File: src/design/tcx_pkg.sv
// constants shared by the cascaded timer host controller and its event pulser
// assumes the device exposes byte registers on a 3-bit address write port
package tcx_pkg;
    // device register map, byte wide
    localparam logic [2:0] TCX_ADDR_PERIOD_LO = 3'h0;
    localparam logic [2:0] TCX_ADDR_PERIOD_HI = 3'h1;
    localparam logic [2:0] TCX_ADDR_DUTY_LO = 3'h2;
    localparam logic [2:0] TCX_ADDR_DUTY_HI = 3'h3;
    localparam logic [2:0] TCX_ADDR_CTRL_LOW = 3'h4;
    localparam logic [2:0] TCX_ADDR_CTRL_HIGH = 3'h5;
    // control field positions
    localparam int TCX_RUN_BIT = 3;
    localparam int TCX_PRESET_BIT = 7;
    localparam int TCX_CLK_LSB = 4;
    localparam logic [7:0] TCX_CTRL_RESET = 8'h00;
    // counter modes
    localparam logic [1:0] TCX_MODE_TIMER = 2'h0;
    localparam logic [1:0] TCX_MODE_EVENT = 2'h1;
    localparam logic [1:0] TCX_MODE_PWM = 2'h2;
    // source clock codes; codes 4..6 exist only for pwm
    localparam logic [2:0] TCX_CLK_SLOWEST = 3'h0;
    localparam logic [2:0] TCX_CLK_DIV7 = 3'h1;
    localparam logic [2:0] TCX_CLK_DIV5 = 3'h2;
    localparam logic [2:0] TCX_CLK_DIV3 = 3'h3;
    localparam logic [2:0] TCX_CLK_FS = 3'h4;
    localparam logic [2:0] TCX_CLK_FC_DIV2 = 3'h5;
    localparam logic [2:0] TCX_CLK_FC = 3'h6;
    // user commands
    localparam logic [2:0] TCX_OP_CONFIG = 3'h0;
    localparam logic [2:0] TCX_OP_PERIOD = 3'h1;
    localparam logic [2:0] TCX_OP_DUTY = 3'h2;
    localparam logic [2:0] TCX_OP_START = 3'h3;
    localparam logic [2:0] TCX_OP_STOP = 3'h4;
    localparam logic [2:0] TCX_OP_LEVEL = 3'h5;
    localparam logic [2:0] TCX_OP_PULSE = 3'h6;
    // timing: least phase of the count input, rounded up to ref_clk cycles
    localparam int TCX_REF_PERIOD_PS = 4000;
    localparam int TCX_EVT_PHASE_NS = 500;
    localparam int TCX_EVT_PHASE_CYC = (TCX_EVT_PHASE_NS * 1000 + TCX_REF_PERIOD_PS - 1) / TCX_REF_PERIOD_PS;
    localparam logic [6:0] TCX_EVT_PHASE_LAST = 7'(TCX_EVT_PHASE_CYC - 1);
endpackage

File: src/design/tcx_evt_if.sv
// request path from the sequencer to the event pulser
// assumes both ends share ref_clk
interface tcx_evt_if;
    logic fire;
    logic busy;
    modport ctl (output fire, input busy);
    modport gen (input fire, output busy);
endinterface

File: src/design/tcx_evt_gen.sv
// drives one falling edge on the count input per request
// assumes requests arrive only while busy is low
module tcx_evt_gen (
    input wire logic ref_clk,
    input wire logic arst_n,
    tcx_evt_if.gen evt,
    output logic event_count_input
);
    typedef enum logic [2:0] {
        TCX_EG_IDLE = 3'b001,
        TCX_EG_LOW = 3'b010,
        TCX_EG_HIGH = 3'b100
    } tcx_eg_state_t;

    tcx_eg_state_t state_r, state_nxt;
    logic [6:0] cnt_r, cnt_nxt;
    logic out_r, out_nxt;

    always_comb begin
        state_nxt = state_r;
        cnt_nxt = cnt_r;
        out_nxt = out_r;
        case (state_r)
            TCX_EG_IDLE: begin
                if (evt.fire) begin
                    state_nxt = TCX_EG_LOW;
                    cnt_nxt = '0;
                    out_nxt = 1'b0;
                end
            end
            TCX_EG_LOW: begin
                cnt_nxt = cnt_r + 7'h01;
                if (cnt_r == tcx_pkg::TCX_EVT_PHASE_LAST) begin
                    state_nxt = TCX_EG_HIGH;
                    cnt_nxt = '0;
                    out_nxt = 1'b1;
                end
            end
            TCX_EG_HIGH: begin
                cnt_nxt = cnt_r + 7'h01;
                if (cnt_r == tcx_pkg::TCX_EVT_PHASE_LAST) begin
                    state_nxt = TCX_EG_IDLE;
                    cnt_nxt = '0;
                end
            end
            default: begin
                state_nxt = TCX_EG_IDLE;
                cnt_nxt = '0;
                out_nxt = 1'b1;
            end
        endcase
    end

    always_ff @(posedge ref_clk or negedge arst_n) begin
        if (!arst_n) begin
            state_r <= TCX_EG_IDLE;
            cnt_r <= 7'h00;
            out_r <= 1'b1;
        end else begin
            state_r <= state_nxt;
            cnt_r <= cnt_nxt;
            out_r <= out_nxt;
        end
    end

    assign event_count_input = out_r;
    assign evt.busy = (state_r != TCX_EG_IDLE);

    // helper: cycles since the pin last changed, saturating
    logic [7:0] hold_r;
    logic prev_r;
    always_ff @(posedge ref_clk or negedge arst_n) begin
        if (!arst_n) begin
            hold_r <= 8'hFF;
            prev_r <= 1'b1;
        end else begin
            prev_r <= out_r;
            hold_r <= (out_r != prev_r) ? 8'h01 : ((hold_r == 8'hFF) ? hold_r : hold_r + 8'h01);
        end
    end

    property p_evt_phase;
        @(posedge ref_clk) disable iff (!arst_n)
        (out_r != prev_r) |-> (hold_r >= 8'(tcx_pkg::TCX_EVT_PHASE_CYC));
    endproperty
    a_evt_phase: assert property (p_evt_phase) else $error("count input phase too short");
endmodule

File: src/design/tcx_host.sv
// host controller that programs the cascaded 16-bit timer over its byte port
// assumes a one-cycle write strobe latches dev_addr/dev_wdata in the device
// Notes on behaviour
// - period written low byte then high
// - period changed only while counter stopped
// - preset kept zero in timer/event modes
// - count input phases last two machine cycles
// - duty written low byte then high
// - duty rewritten right after interrupt
// - stop first, preset in separate write
// - force high: stop, then clear preset
// - stop timer before deep stop
// - port latch set for pwm pin
module tcx_host (
    input wire logic ref_clk,
    input wire logic arst_n,
    input wire logic cmd_valid,
    output logic cmd_ready,
    input wire logic [2:0] cmd_op,
    input wire logic [15:0] cmd_data,
    input wire logic slow_mode,
    output logic irq_event,
    output logic pwm_level,
    output logic [2:0] dev_addr,
    output logic [7:0] dev_wdata,
    output logic dev_wr,
    output logic divider7_clock_select,
    output logic port_latch,
    output logic event_count_input,
    input wire logic match_overflow_irq,
    input wire logic pwm_out_pin
);
    typedef enum logic [7:0] {
        TCX_S_IDLE = 8'b00000001,
        TCX_S_STOP = 8'b00000010,
        TCX_S_WLO = 8'b00000100,
        TCX_S_WHI = 8'b00001000,
        TCX_S_CFG = 8'b00010000,
        TCX_S_CTL = 8'b00100000,
        TCX_S_PRE = 8'b01000000,
        TCX_S_WAIT = 8'b10000000
    } tcx_state_t;

    tcx_evt_if evt ();

    tcx_evt_gen u_evt (
        .ref_clk(ref_clk),
        .arst_n(arst_n),
        .evt(evt.gen),
        .event_count_input(event_count_input)
    );

    // pin synchroniser: irq at bit 0, pwm pin at bit 1
    logic [1:0] s1_r, s2_r, s3_r, stab_r, stab_nxt;
    always_comb begin
        stab_nxt = stab_r;
        for (int i = 0; i < 2; i++) begin
            if (s2_r[i] == s3_r[i]) begin
                stab_nxt[i] = s3_r[i];
            end
        end
    end
    always_ff @(posedge ref_clk or negedge arst_n) begin
        if (!arst_n) begin
            s1_r <= 2'h0;
            s2_r <= 2'h0;
            s3_r <= 2'h0;
            stab_r <= 2'h0;
        end else begin
            s1_r <= {pwm_out_pin, match_overflow_irq};
            s2_r <= s1_r;
            s3_r <= s2_r;
            stab_r <= stab_nxt;
        end
    end
    logic irq_rise;
    assign irq_rise = stab_nxt[0] & ~stab_r[0];
    assign irq_event = irq_rise;
    assign pwm_level = stab_r[1];

    function automatic logic [7:0] ctl_high(input logic pre, input logic run, input logic [1:0] md);
        logic [7:0] v;
        v = tcx_pkg::TCX_CTRL_RESET;
        v[tcx_pkg::TCX_PRESET_BIT] = pre;
        v[tcx_pkg::TCX_RUN_BIT] = run;
        v[1:0] = md;
        return v;
    endfunction

    // slow modes keep only the low-rate sources
    function automatic logic [2:0] legal_clk(input logic [2:0] c, input logic [1:0] md, input logic slow);
        logic pwm;
        pwm = (md == tcx_pkg::TCX_MODE_PWM);
        if (slow) begin
            return (pwm && c == tcx_pkg::TCX_CLK_FS) ? c : tcx_pkg::TCX_CLK_SLOWEST;
        end
        if (!pwm && c > tcx_pkg::TCX_CLK_DIV3) begin
            return tcx_pkg::TCX_CLK_SLOWEST;
        end
        return (c > tcx_pkg::TCX_CLK_FC) ? tcx_pkg::TCX_CLK_SLOWEST : c;
    endfunction

    tcx_state_t state_r, state_nxt;
    logic [2:0] addr_r, addr_nxt;
    logic [7:0] wdata_r, wdata_nxt;
    logic wr_r, wr_nxt;
    logic run_r, run_nxt, pre_r, pre_nxt, restart_r, restart_nxt, duty_r, duty_nxt, div7_r, div7_nxt;
    logic [1:0] mode_r, mode_nxt;
    logic [2:0] clk_r, clk_nxt;
    logic [15:0] word_r, word_nxt;
    logic is_pwm;
    assign is_pwm = (mode_r == tcx_pkg::TCX_MODE_PWM);

    always_comb begin
        state_nxt = state_r;
        addr_nxt = addr_r;
        wdata_nxt = wdata_r;
        wr_nxt = 1'b0;
        run_nxt = run_r;
        pre_nxt = pre_r;
        restart_nxt = restart_r;
        duty_nxt = duty_r;
        div7_nxt = div7_r;
        mode_nxt = mode_r;
        clk_nxt = clk_r;
        word_nxt = word_r;
        evt.fire = 1'b0;
        case (state_r)
            TCX_S_IDLE: begin
                if (cmd_valid && cmd_ready) begin
                    case (cmd_op)
                        tcx_pkg::TCX_OP_CONFIG: begin
                            // mode and source for the cascaded pair
                            mode_nxt = cmd_data[1:0];
                            clk_nxt = legal_clk(cmd_data[4:2], cmd_data[1:0], slow_mode);
                            div7_nxt = cmd_data[6] | slow_mode;
                            pre_nxt = (cmd_data[1:0] == tcx_pkg::TCX_MODE_PWM) ? cmd_data[5] : 1'b0;
                            run_nxt = 1'b0;
                            state_nxt = TCX_S_CFG;
                        end
                        tcx_pkg::TCX_OP_PERIOD, tcx_pkg::TCX_OP_DUTY: begin
                            word_nxt = cmd_data;
                            duty_nxt = (cmd_op == tcx_pkg::TCX_OP_DUTY);
                            restart_nxt = 1'b0;
                            if (cmd_op == tcx_pkg::TCX_OP_DUTY && run_r && is_pwm) begin
                                state_nxt = TCX_S_WAIT;
                            end else if (cmd_op == tcx_pkg::TCX_OP_PERIOD && run_r) begin
                                restart_nxt = 1'b1;
                                state_nxt = TCX_S_STOP;
                            end else begin
                                state_nxt = TCX_S_WLO;
                            end
                        end
                        tcx_pkg::TCX_OP_START, tcx_pkg::TCX_OP_STOP: begin
                            // start bit begins match counting; stop
                            run_nxt = (cmd_op == tcx_pkg::TCX_OP_START);
                            state_nxt = TCX_S_CTL;
                        end
                        tcx_pkg::TCX_OP_LEVEL: begin
                            // polarity via preset; zero outside pwm
                            word_nxt = {15'h0000, cmd_data[0] & is_pwm};
                            restart_nxt = 1'b0;
                            state_nxt = run_r ? TCX_S_STOP : TCX_S_PRE;
                        end
                        tcx_pkg::TCX_OP_PULSE: begin
                            evt.fire = 1'b1;
                        end
                        default: begin
                            state_nxt = TCX_S_IDLE;
                        end
                    endcase
                end
            end
            TCX_S_STOP: begin
                wr_nxt = 1'b1;
                addr_nxt = tcx_pkg::TCX_ADDR_CTRL_HIGH;
                wdata_nxt = ctl_high(pre_r, 1'b0, mode_r);
                run_nxt = 1'b0;
                state_nxt = restart_r ? TCX_S_WLO : TCX_S_PRE;
            end
            TCX_S_WLO: begin
                wr_nxt = 1'b1;
                addr_nxt = duty_r ? tcx_pkg::TCX_ADDR_DUTY_LO : tcx_pkg::TCX_ADDR_PERIOD_LO;
                wdata_nxt = word_r[7:0];
                state_nxt = TCX_S_WHI;
            end
            TCX_S_WHI: begin
                wr_nxt = 1'b1;
                addr_nxt = duty_r ? tcx_pkg::TCX_ADDR_DUTY_HI : tcx_pkg::TCX_ADDR_PERIOD_HI;
                wdata_nxt = word_r[15:8];
                if (restart_r) begin
                    run_nxt = 1'b1;
                    restart_nxt = 1'b0;
                    state_nxt = TCX_S_CTL;
                end else begin
                    state_nxt = TCX_S_IDLE;
                end
            end
            TCX_S_CFG: begin
                wr_nxt = 1'b1;
                addr_nxt = tcx_pkg::TCX_ADDR_CTRL_LOW;
                wdata_nxt = {1'b0, clk_r, 2'b00, mode_r};
                state_nxt = TCX_S_CTL;
            end
            TCX_S_CTL: begin
                wr_nxt = 1'b1;
                addr_nxt = tcx_pkg::TCX_ADDR_CTRL_HIGH;
                wdata_nxt = ctl_high(pre_r, run_r, mode_r);
                state_nxt = TCX_S_IDLE;
            end
            TCX_S_PRE: begin
                wr_nxt = 1'b1;
                addr_nxt = tcx_pkg::TCX_ADDR_CTRL_HIGH;
                wdata_nxt = ctl_high(word_r[0], 1'b0, mode_r);
                pre_nxt = word_r[0];
                state_nxt = TCX_S_IDLE;
            end
            TCX_S_WAIT: begin
                // device shifts the buffer at this interrupt
                if (irq_rise) begin
                    state_nxt = TCX_S_WLO;
                end
            end
            default: begin
                state_nxt = TCX_S_IDLE;
            end
        endcase
    end

    always_ff @(posedge ref_clk or negedge arst_n) begin
        if (!arst_n) begin
            state_r <= TCX_S_IDLE;
            addr_r <= 3'h0;
            wdata_r <= 8'h00;
            wr_r <= 1'b0;
            run_r <= 1'b0;
            pre_r <= 1'b0;
            restart_r <= 1'b0;
            duty_r <= 1'b0;
            div7_r <= 1'b0;
            mode_r <= tcx_pkg::TCX_MODE_TIMER;
            clk_r <= tcx_pkg::TCX_CLK_SLOWEST;
            word_r <= 16'h0000;
        end else begin
            state_r <= state_nxt;
            addr_r <= addr_nxt;
            wdata_r <= wdata_nxt;
            wr_r <= wr_nxt;
            run_r <= run_nxt;
            pre_r <= pre_nxt;
            restart_r <= restart_nxt;
            duty_r <= duty_nxt;
            div7_r <= div7_nxt;
            mode_r <= mode_nxt;
            clk_r <= clk_nxt;
            word_r <= word_nxt;
        end
    end

    assign cmd_ready = (state_r == TCX_S_IDLE) && !evt.busy;
    assign dev_addr = addr_r;
    assign dev_wdata = wdata_r;
    assign dev_wr = wr_r;
    assign divider7_clock_select = div7_r;
    // latch high whenever pwm is selected
    assign port_latch = is_pwm;

    property p_period_pair;
        @(posedge ref_clk) disable iff (!arst_n)
        (dev_wr && dev_addr == tcx_pkg::TCX_ADDR_PERIOD_LO) |=> (dev_wr && dev_addr == tcx_pkg::TCX_ADDR_PERIOD_HI);
    endproperty
    a_period_pair: assert property (p_period_pair) else $error("period high byte missing");

    property p_duty_pair;
        @(posedge ref_clk) disable iff (!arst_n)
        (dev_wr && dev_addr == tcx_pkg::TCX_ADDR_DUTY_HI) |-> $past(dev_wr && dev_addr == tcx_pkg::TCX_ADDR_DUTY_LO);
    endproperty
    a_duty_pair: assert property (p_duty_pair) else $error("duty high byte without low byte");

    property p_preset_zero;
        @(posedge ref_clk) disable iff (!arst_n)
        (dev_wr && dev_addr == tcx_pkg::TCX_ADDR_CTRL_HIGH && dev_wdata[1:0] != tcx_pkg::TCX_MODE_PWM)
            |-> !dev_wdata[tcx_pkg::TCX_PRESET_BIT];
    endproperty
    a_preset_zero: assert property (p_preset_zero) else $error("preset set outside pwm");

    property p_period_stopped;
        @(posedge ref_clk) disable iff (!arst_n)
        (dev_wr && dev_addr == tcx_pkg::TCX_ADDR_PERIOD_LO) |-> !run_r;
    endproperty
    a_period_stopped: assert property (p_period_stopped) else $error("period written while running");

    property p_stop_keeps_preset;
        @(posedge ref_clk) disable iff (!arst_n)
        (dev_wr && dev_addr == tcx_pkg::TCX_ADDR_CTRL_HIGH && !dev_wdata[tcx_pkg::TCX_RUN_BIT]
            && $past(state_r) != TCX_S_PRE) |-> (dev_wdata[tcx_pkg::TCX_PRESET_BIT] == $past(pre_r));
    endproperty
    a_stop_keeps_preset: assert property (p_stop_keeps_preset) else $error("preset changed with stop");

    property p_duty_after_irq;
        @(posedge ref_clk) disable iff (!arst_n)
        (state_r == TCX_S_WAIT && irq_rise) |-> ##2 (dev_wr && dev_addr == tcx_pkg::TCX_ADDR_DUTY_LO) ##1
            (dev_wr && dev_addr == tcx_pkg::TCX_ADDR_DUTY_HI);
    endproperty
    a_duty_after_irq: assert property (p_duty_after_irq) else $error("duty not written right after irq");

    property p_clk_legal;
        @(posedge ref_clk) disable iff (!arst_n)
        (dev_wr && dev_addr == tcx_pkg::TCX_ADDR_CTRL_LOW && dev_wdata[1:0] != tcx_pkg::TCX_MODE_PWM)
            |-> (dev_wdata[6:4] <= tcx_pkg::TCX_CLK_DIV3);
    endproperty
    a_clk_legal: assert property (p_clk_legal) else $error("pwm-only clock in timer mode");

    property p_force_sequence;
        @(posedge ref_clk) disable iff (!arst_n)
        (state_r == TCX_S_PRE && $past(state_r) == TCX_S_STOP) |=>
            (dev_wr && $past(dev_wr) && !dev_wdata[tcx_pkg::TCX_RUN_BIT]);
    endproperty
    a_force_sequence: assert property (p_force_sequence) else $error("preset not after stop write");

    property p_latch_pwm;
        @(posedge ref_clk) disable iff (!arst_n)
        (state_r == TCX_S_CFG && mode_r == tcx_pkg::TCX_MODE_PWM) |-> ##1 port_latch ##1 port_latch;
    endproperty
    a_latch_pwm: assert property (p_latch_pwm) else $error("port latch low in pwm");
endmodule

File: config.mk
export PLATFORM = sky130hd
export DESIGN_NAME = tcx_host
export DESIGN_NICKNAME = d
export VERILOG_FILES = /design/src/design/tcx_pkg.sv /design/src/design/tcx_evt_if.sv /design/src/design/tcx_evt_gen.sv /design/src/design/tcx_host.sv
export SDC_FILE = /design/constraint.sdc
export NUM_CORES = 1
export LEC_CHECK = 0
export BUFFER_PORTS_ARGS = -buffer_cell sky130_fd_sc_hd__buf_4
export CAP_MARGIN = 20
export CORE_UTILIZATION = 52
export CTS_CLUSTER_SIZE = 40
export DETAILED_ROUTE_END_ITERATION = 6
export MAX_ROUTING_LAYER = met4
export PLACE_DENSITY_LB_ADDON = 0.15
export SLEW_MARGIN = 40
export SYNTH_ARGS = -nofsm -noshare
export SYNTH_HDL_FRONTEND = slang
export SYNTH_SLANG_ARGS = --single-unit
File: constraint.sdc
create_clock -name ref_clk -period 2.1 [get_ports ref_clk]
set_input_delay 0.63 -clock ref_clk [delete_from_list [all_inputs] [get_ports ref_clk]]
set_output_delay 0.63 -clock ref_clk [all_outputs]
set_load 0.1 [all_outputs]
Word-level counts from Yosys, hierarchy flattened
Cells that the tools add are included.
{"block": "totals", "word_cells": 149, "regBits": 65, "input_bits": 25}
{"block": "op_classes", "n_reduce_logical": 30, "muxes": 57, "addsub": 1, "eq_ne": 34, "bitwise_logic": 5, "magnitude_cmp": 2}
{"op": "8-bit case mux with 6 select lines", "count": 2}
{"op": "8-bit case mux with 5 select lines", "count": 1}
{"op": "16-bit case mux with 2 select lines", "count": 1}
{"op": "3-bit two-way mux", "count": 10}
{"op": "7-bit two-way mux", "count": 4}
{"op": "1-bit two-way mux", "count": 24}
{"op": "8-bit two-way mux", "count": 3}
{"op": "3-bit AND reduction", "count": 8}
{"op": "3-bit equality test (second input constant)", "count": 5}
{"op": "7-bit case mux with 2 select lines", "count": 1}
{"op": "3-bit case mux with 4 select lines", "count": 1}
{"op": "2-bit != test (second input constant)", "count": 5}
{"op": "3-bit by 2-bit equality test with 1-bit output (second input constant)", "count": 3}
{"op": "3-bit by 1-bit != test with 1-bit output (second input constant)", "count": 3}
{"op": "3-bit case mux with 3 select lines", "count": 1}
{"op": "8-bit by 1-bit equality test with 1-bit output (second input constant)", "count": 1}
{"op": "8-bit by 2-bit equality test with 1-bit output (second input constant)", "count": 1}
{"op": "8-bit by 3-bit equality test with 1-bit output (second input constant)", "count": 1}
{"op": "8-bit by 4-bit equality test with 1-bit output (second input constant)", "count": 1}
{"op": "8-bit by 5-bit equality test with 1-bit output (second input constant)", "count": 1}
{"op": "8-bit by 6-bit equality test with 1-bit output (second input constant)", "count": 1}
{"op": "8-bit by 7-bit equality test with 1-bit output (second input constant)", "count": 1}
{"op": "8-bit equality test (second input constant)", "count": 1}
{"op": "1-bit case mux with 2 select lines", "count": 4}
{"op": "other kinds (25)", "count": 45}

Depth between registers and ports, before layout
{"block": "depth", "depth_word": 12, "depth_mapped": 7, "ltp_nobuf": 7}

Modules after synthesis
Synthesis repeated with hierarchy kept, for this count alone.
{"block": "hier_totals", "cells_unflattened": 317, "area_unflattened_um2": 3164.3}
{"module": "tcx_host", "area_each_um2": 2514.9, "instances": 1, "cells_each": 248}
{"module": "tcx_evt_gen", "area_each_um2": 649.4, "instances": 1, "cells_each": 69}

Least setup slack after synthesis
OpenSTA, ideal clock, no wires.
{"block": "synth_timing", "path_kind": "reg-to-output", "from": "register state_r[3]", "to": "output port cmd_ready", "arrival_time_ns": 3.316, "required_ns": 1.470, "path_slack_ns": -1.846, "n_path_buf": 1, "path_stages_with_launch": 5, "cell_sequence": "dfrtp_1 -> clkbuf_1 -> nor4b_2 -> nand2_1 -> nor3_1"}
{"block": "synth_via", "elab_chain_cells": 2}
{"item": "start: declaration", "line": "tcx_host.sv:103", "text": "tcx_state_t state_r, state_nxt;"}
{"item": "start signal: assignment", "line": "tcx_host.sv:245", "text": "state_r <= state_nxt;"}
{"item": "8-bit by 1-bit equality test with 1-bit output", "line": "tcx_host.sv:260", "text": "assign cmd_ready = (state_r == TCX_S_IDLE) && !evt.busy;"}
{"item": "1-bit logical AND", "line": "tcx_host.sv:260"}
{"item": "end: declaration", "line": "tcx_host.sv:18", "text": "output logic cmd_ready,"}
Every way passes these cells.

Final worst setup path
{"block": "layout_timing", "from": "register state_r[0]", "to": "output port cmd_ready"}
Same word-level chain as after synthesis.

==> summary.txt <==
status - finished with violations
failing checks - negative setup slack
wire length per cell - 16.4 µm
Pre-Repair DR Iteration Count - 4
dpl cells - 456
top post-synthesis cells by area - dfrtp_1 (48%), a22o_1 (4.3%), nand2_1 (4.3%)
syn nets - 353
Die ar. - 0.00652 mm²
EDFF count, synth - 0
initial antenna violation count - 0
Clock Skews - 10.3 ps
Clock Pin Slew Worst Setup and Hold Paths - 70 ps
synth warn - 0
Die W - 80.7 µm
top-count cell post-synth - dfrtp_1
worst vdd ir - 1050 µV
sequential power share - 0.336
Filler cells - 485
final setup fails - 1
P_sw - 2540 µW
P&R area growth vs syn - 26.7%
Rel. slew slack - 0.606
Rows - 28
Synth top area share - 0.481
LEAKAGE - 0.00192 µW
combinational group share of total power - 0.478
vias in the first global route - 2,722
total power - 5750 µW
total CTS buffers - 9
Worst Tran Pin Value - 588 ps
largest net degree at the start of global routing - 47
Non-Filler Instances - 478
CP arrival - 1670 ps
CTS tree - done
clock share of power - 0.186
internal power - 3210 µW
kind of start point of the critical path - flop
clock buffer depth - 2
DRT Wirelength - 7.85 mm
root buffer cell - clkbuf_8
Crit-path slowest cell - dfstp_2
RSZ-0062 raised after global routing - true
setup ws final - -200 ps
die height - 80.7 µm
Pins Over Slew Limit - 0
DRC Markers - 0
hold buffers post-CTS - 0
Crit Path Max Fanout - 6
Final ANT Viol Nets - 0
antenna cells - 0
asr flop ratio synth - 1.00
Syn Inst Count - 326
switching share of total power - 0.442
post-synthesis sequential area ratio - 0.506
drt via density - 5.73
CTS HTree Levels - 3
Hold Fails Final Rpt - 0
CP peak stage delay - 570 ps
vias - 2,740
#FFs+latches synth - 65
Crit Path Category - reg -> out
GRT Overall Usage - 0.273
share of cells above drive strength 1 - 0.275
clock sinks - 65
CP Data Required Time - 1470 ps
top cells by count, synth - dfrtp_1 (62), nand2_1 (37), nor2_1 (32)
core area - 0.00596 mm²
Netlist cell types - 62
Post-DP HPWL - 5.65 mm
power density cells - 1410 mW/mm²
Synth Cell Area - 0.00322 mm²
fmax - 0.435 GHz
main flop type after synthesis - dfrtp_1
Ports - 43
Port Buffers - 42
reg-to-reg slack, setup - 90 ps
Worst Hold Class - in -> async
Initial DRC Count - 169
Critical Path End Type - output port
GPL Wtd Cong - 0.841
critical path, cell by cell - nor4b_4 > nand2_4 > nor3_4 > buf_12
global-route wire length before repair - 12.7 mm
grt ovf - 0
largest area contributor in the netlist - dfrtp_1
average instance area after synthesis - 9.89 µm²
fin crit period - 2300 ps
Initial Utilization - 0.541
worst skew pair latency - 340 ps
max-capacitance violation count - 0
post-route setup TNS - -200 ps
Final nets - 425
worst hold slack - 159 ps
Tcrit/Tclk final - 1.10
-- state kept, by name (all words and copies together), names as in the netlist, 2 cells and up --
signal,flops
word_r,16
dev_wdata,8
state_r,8
u_evt.cnt_r,7
clk_r,3
dev_addr,3
u_evt.state_r,3
mode_r,2
s1_r,2
s2_r,2
s3_r,2
stab_r,2
-- through the flow --
| stage | setup WS [ps] | cell area, µm² | util |
|---|---|---|---|
| finish | -200 | 4090 | 0.686 |
| global route | -263 | 4090 | 0.686 |
| CTS | -215 | 4040 | 0.679 |
| detailed placement | 8.77 | 3810 | 0.640 |
| global placement | 64.8 | 3810 | 0.640 |
| floorplan | -390 | 3260 | - |
-- metal layers --
layer	routed length, µm	global-route usage
met1	3520	0.337
met2	3790	0.429
met3	336	0.0494
met4	205	0.139
met5	0	-
-- layout by cell type (no fill, tap or decap), types with 3 or more instances in the layout --
| cell type | synthesis | layout |
|---|---|---|
| a221o_1 | 4 | 4 |
| buf_4 | 2 | 74 |
| inv_1 | 12 | 12 |
| a22oi_1 | 6 | 6 |
| a21oi_1 | 20 | 20 |
| a22o_1 | 16 | 16 |
| nand4_1 | 5 | 5 |
| nor3_1 | 8 | 7 |
| xnor2_1 | 5 | 5 |
| nor2_1 | 32 | 30 |
| o21ai_0 | 15 | 15 |
| nand3_1 | 6 | 6 |
| nor2_2 | 1 | 3 |
| nor2b_1 | 10 | 9 |
| clkbuf_8 | 0 | 11 |
| nand2_1 | 37 | 36 |
| dfrtp_1 | 62 | 62 |
| and3_1 | 4 | 4 |
| dfstp_2 | 3 | 3 |
| a21o_1 | 3 | 3 |
| o211ai_1 | 3 | 3 |
| nand2b_1 | 7 | 7 |
-- critical path, delay by kind of cell (launching register included) --
| kind | cells | cell delay (ps) |
|---|---|---|
| and+or+nand+nor | 3 | 550 |
| DFF | 1 | 570 |
| buffers and inverters | 1 | 200 |
-- worst paths after layout --
check	from	to	depth (start not counted)
max in group asynchronous	arst_n	state_r[0]$_DFFE_PN1P_	2
min in group ref_clk	s1_r[0]$_DFF_PN0_	s2_r[0]$_DFF_PN0_	0
setup / recovery	state_r[0]$_DFFE_PN1P_	cmd_ready	4
setup reg to reg	state_r[7]$_DFFE_PN0P_	dev_wdata[3]$_DFFE_PN0P_	7
hold reg to reg	s1_r[0]$_DFF_PN0_	s2_r[0]$_DFF_PN0_	0
hold / removal	arst_n	s3_r[0]$_DFF_PN0_	1
-- final cells by class --
class                           instances  area, µm²  share of cell area
Clock buffer                           13        159              0.0389
Clock inverter                          3       40.0             0.00980
Inverter                               12       45.0              0.0110
Multi-Input combinational cell        234       1520               0.372
Sequential cell                        65       1630               0.399
Tap cell                               75       93.8              0.0230
Timing Repair Buffer                   76        596               0.146
-- power by group through the flow --
stage               logic (µW)  registers (µW)  clock network, µW
floorplan                 1210            2610                  0
global placement          2540            1940                  0
detailed placement        2580            1950                  0
CTS                       2670            1930               1090
global route              2930            1980               1150
finish                    2750            1930               1070
-- repair_timing --
item,4_1_cts,5_1_grt
hold endpoints to repair,0,0
pin swaps,4,4
cloned,1,0
endpoints found under the setup margin,4,25
resized for setup,4,7
buffers inserted,1,4
-- logic make-up (layout without fill, tap and decap cells) --
family | after synthesis | count (layout) | share of synthesized area
xor gates and xnor gates | 6 | 6 | 0.0163
buffers and inverters | 28 | 104 | 0.0404
DFF | 65 | 65 | 0.506
muxes | 3 | 3 | 0.0101
adders and majority gates | 4 | 4 | 0.0140
AOI/OAI and AO/OA | 89 | 89 | 0.198
and+or+nand+nor | 131 | 132 | 0.216
(Power assumes the default switching activity.)
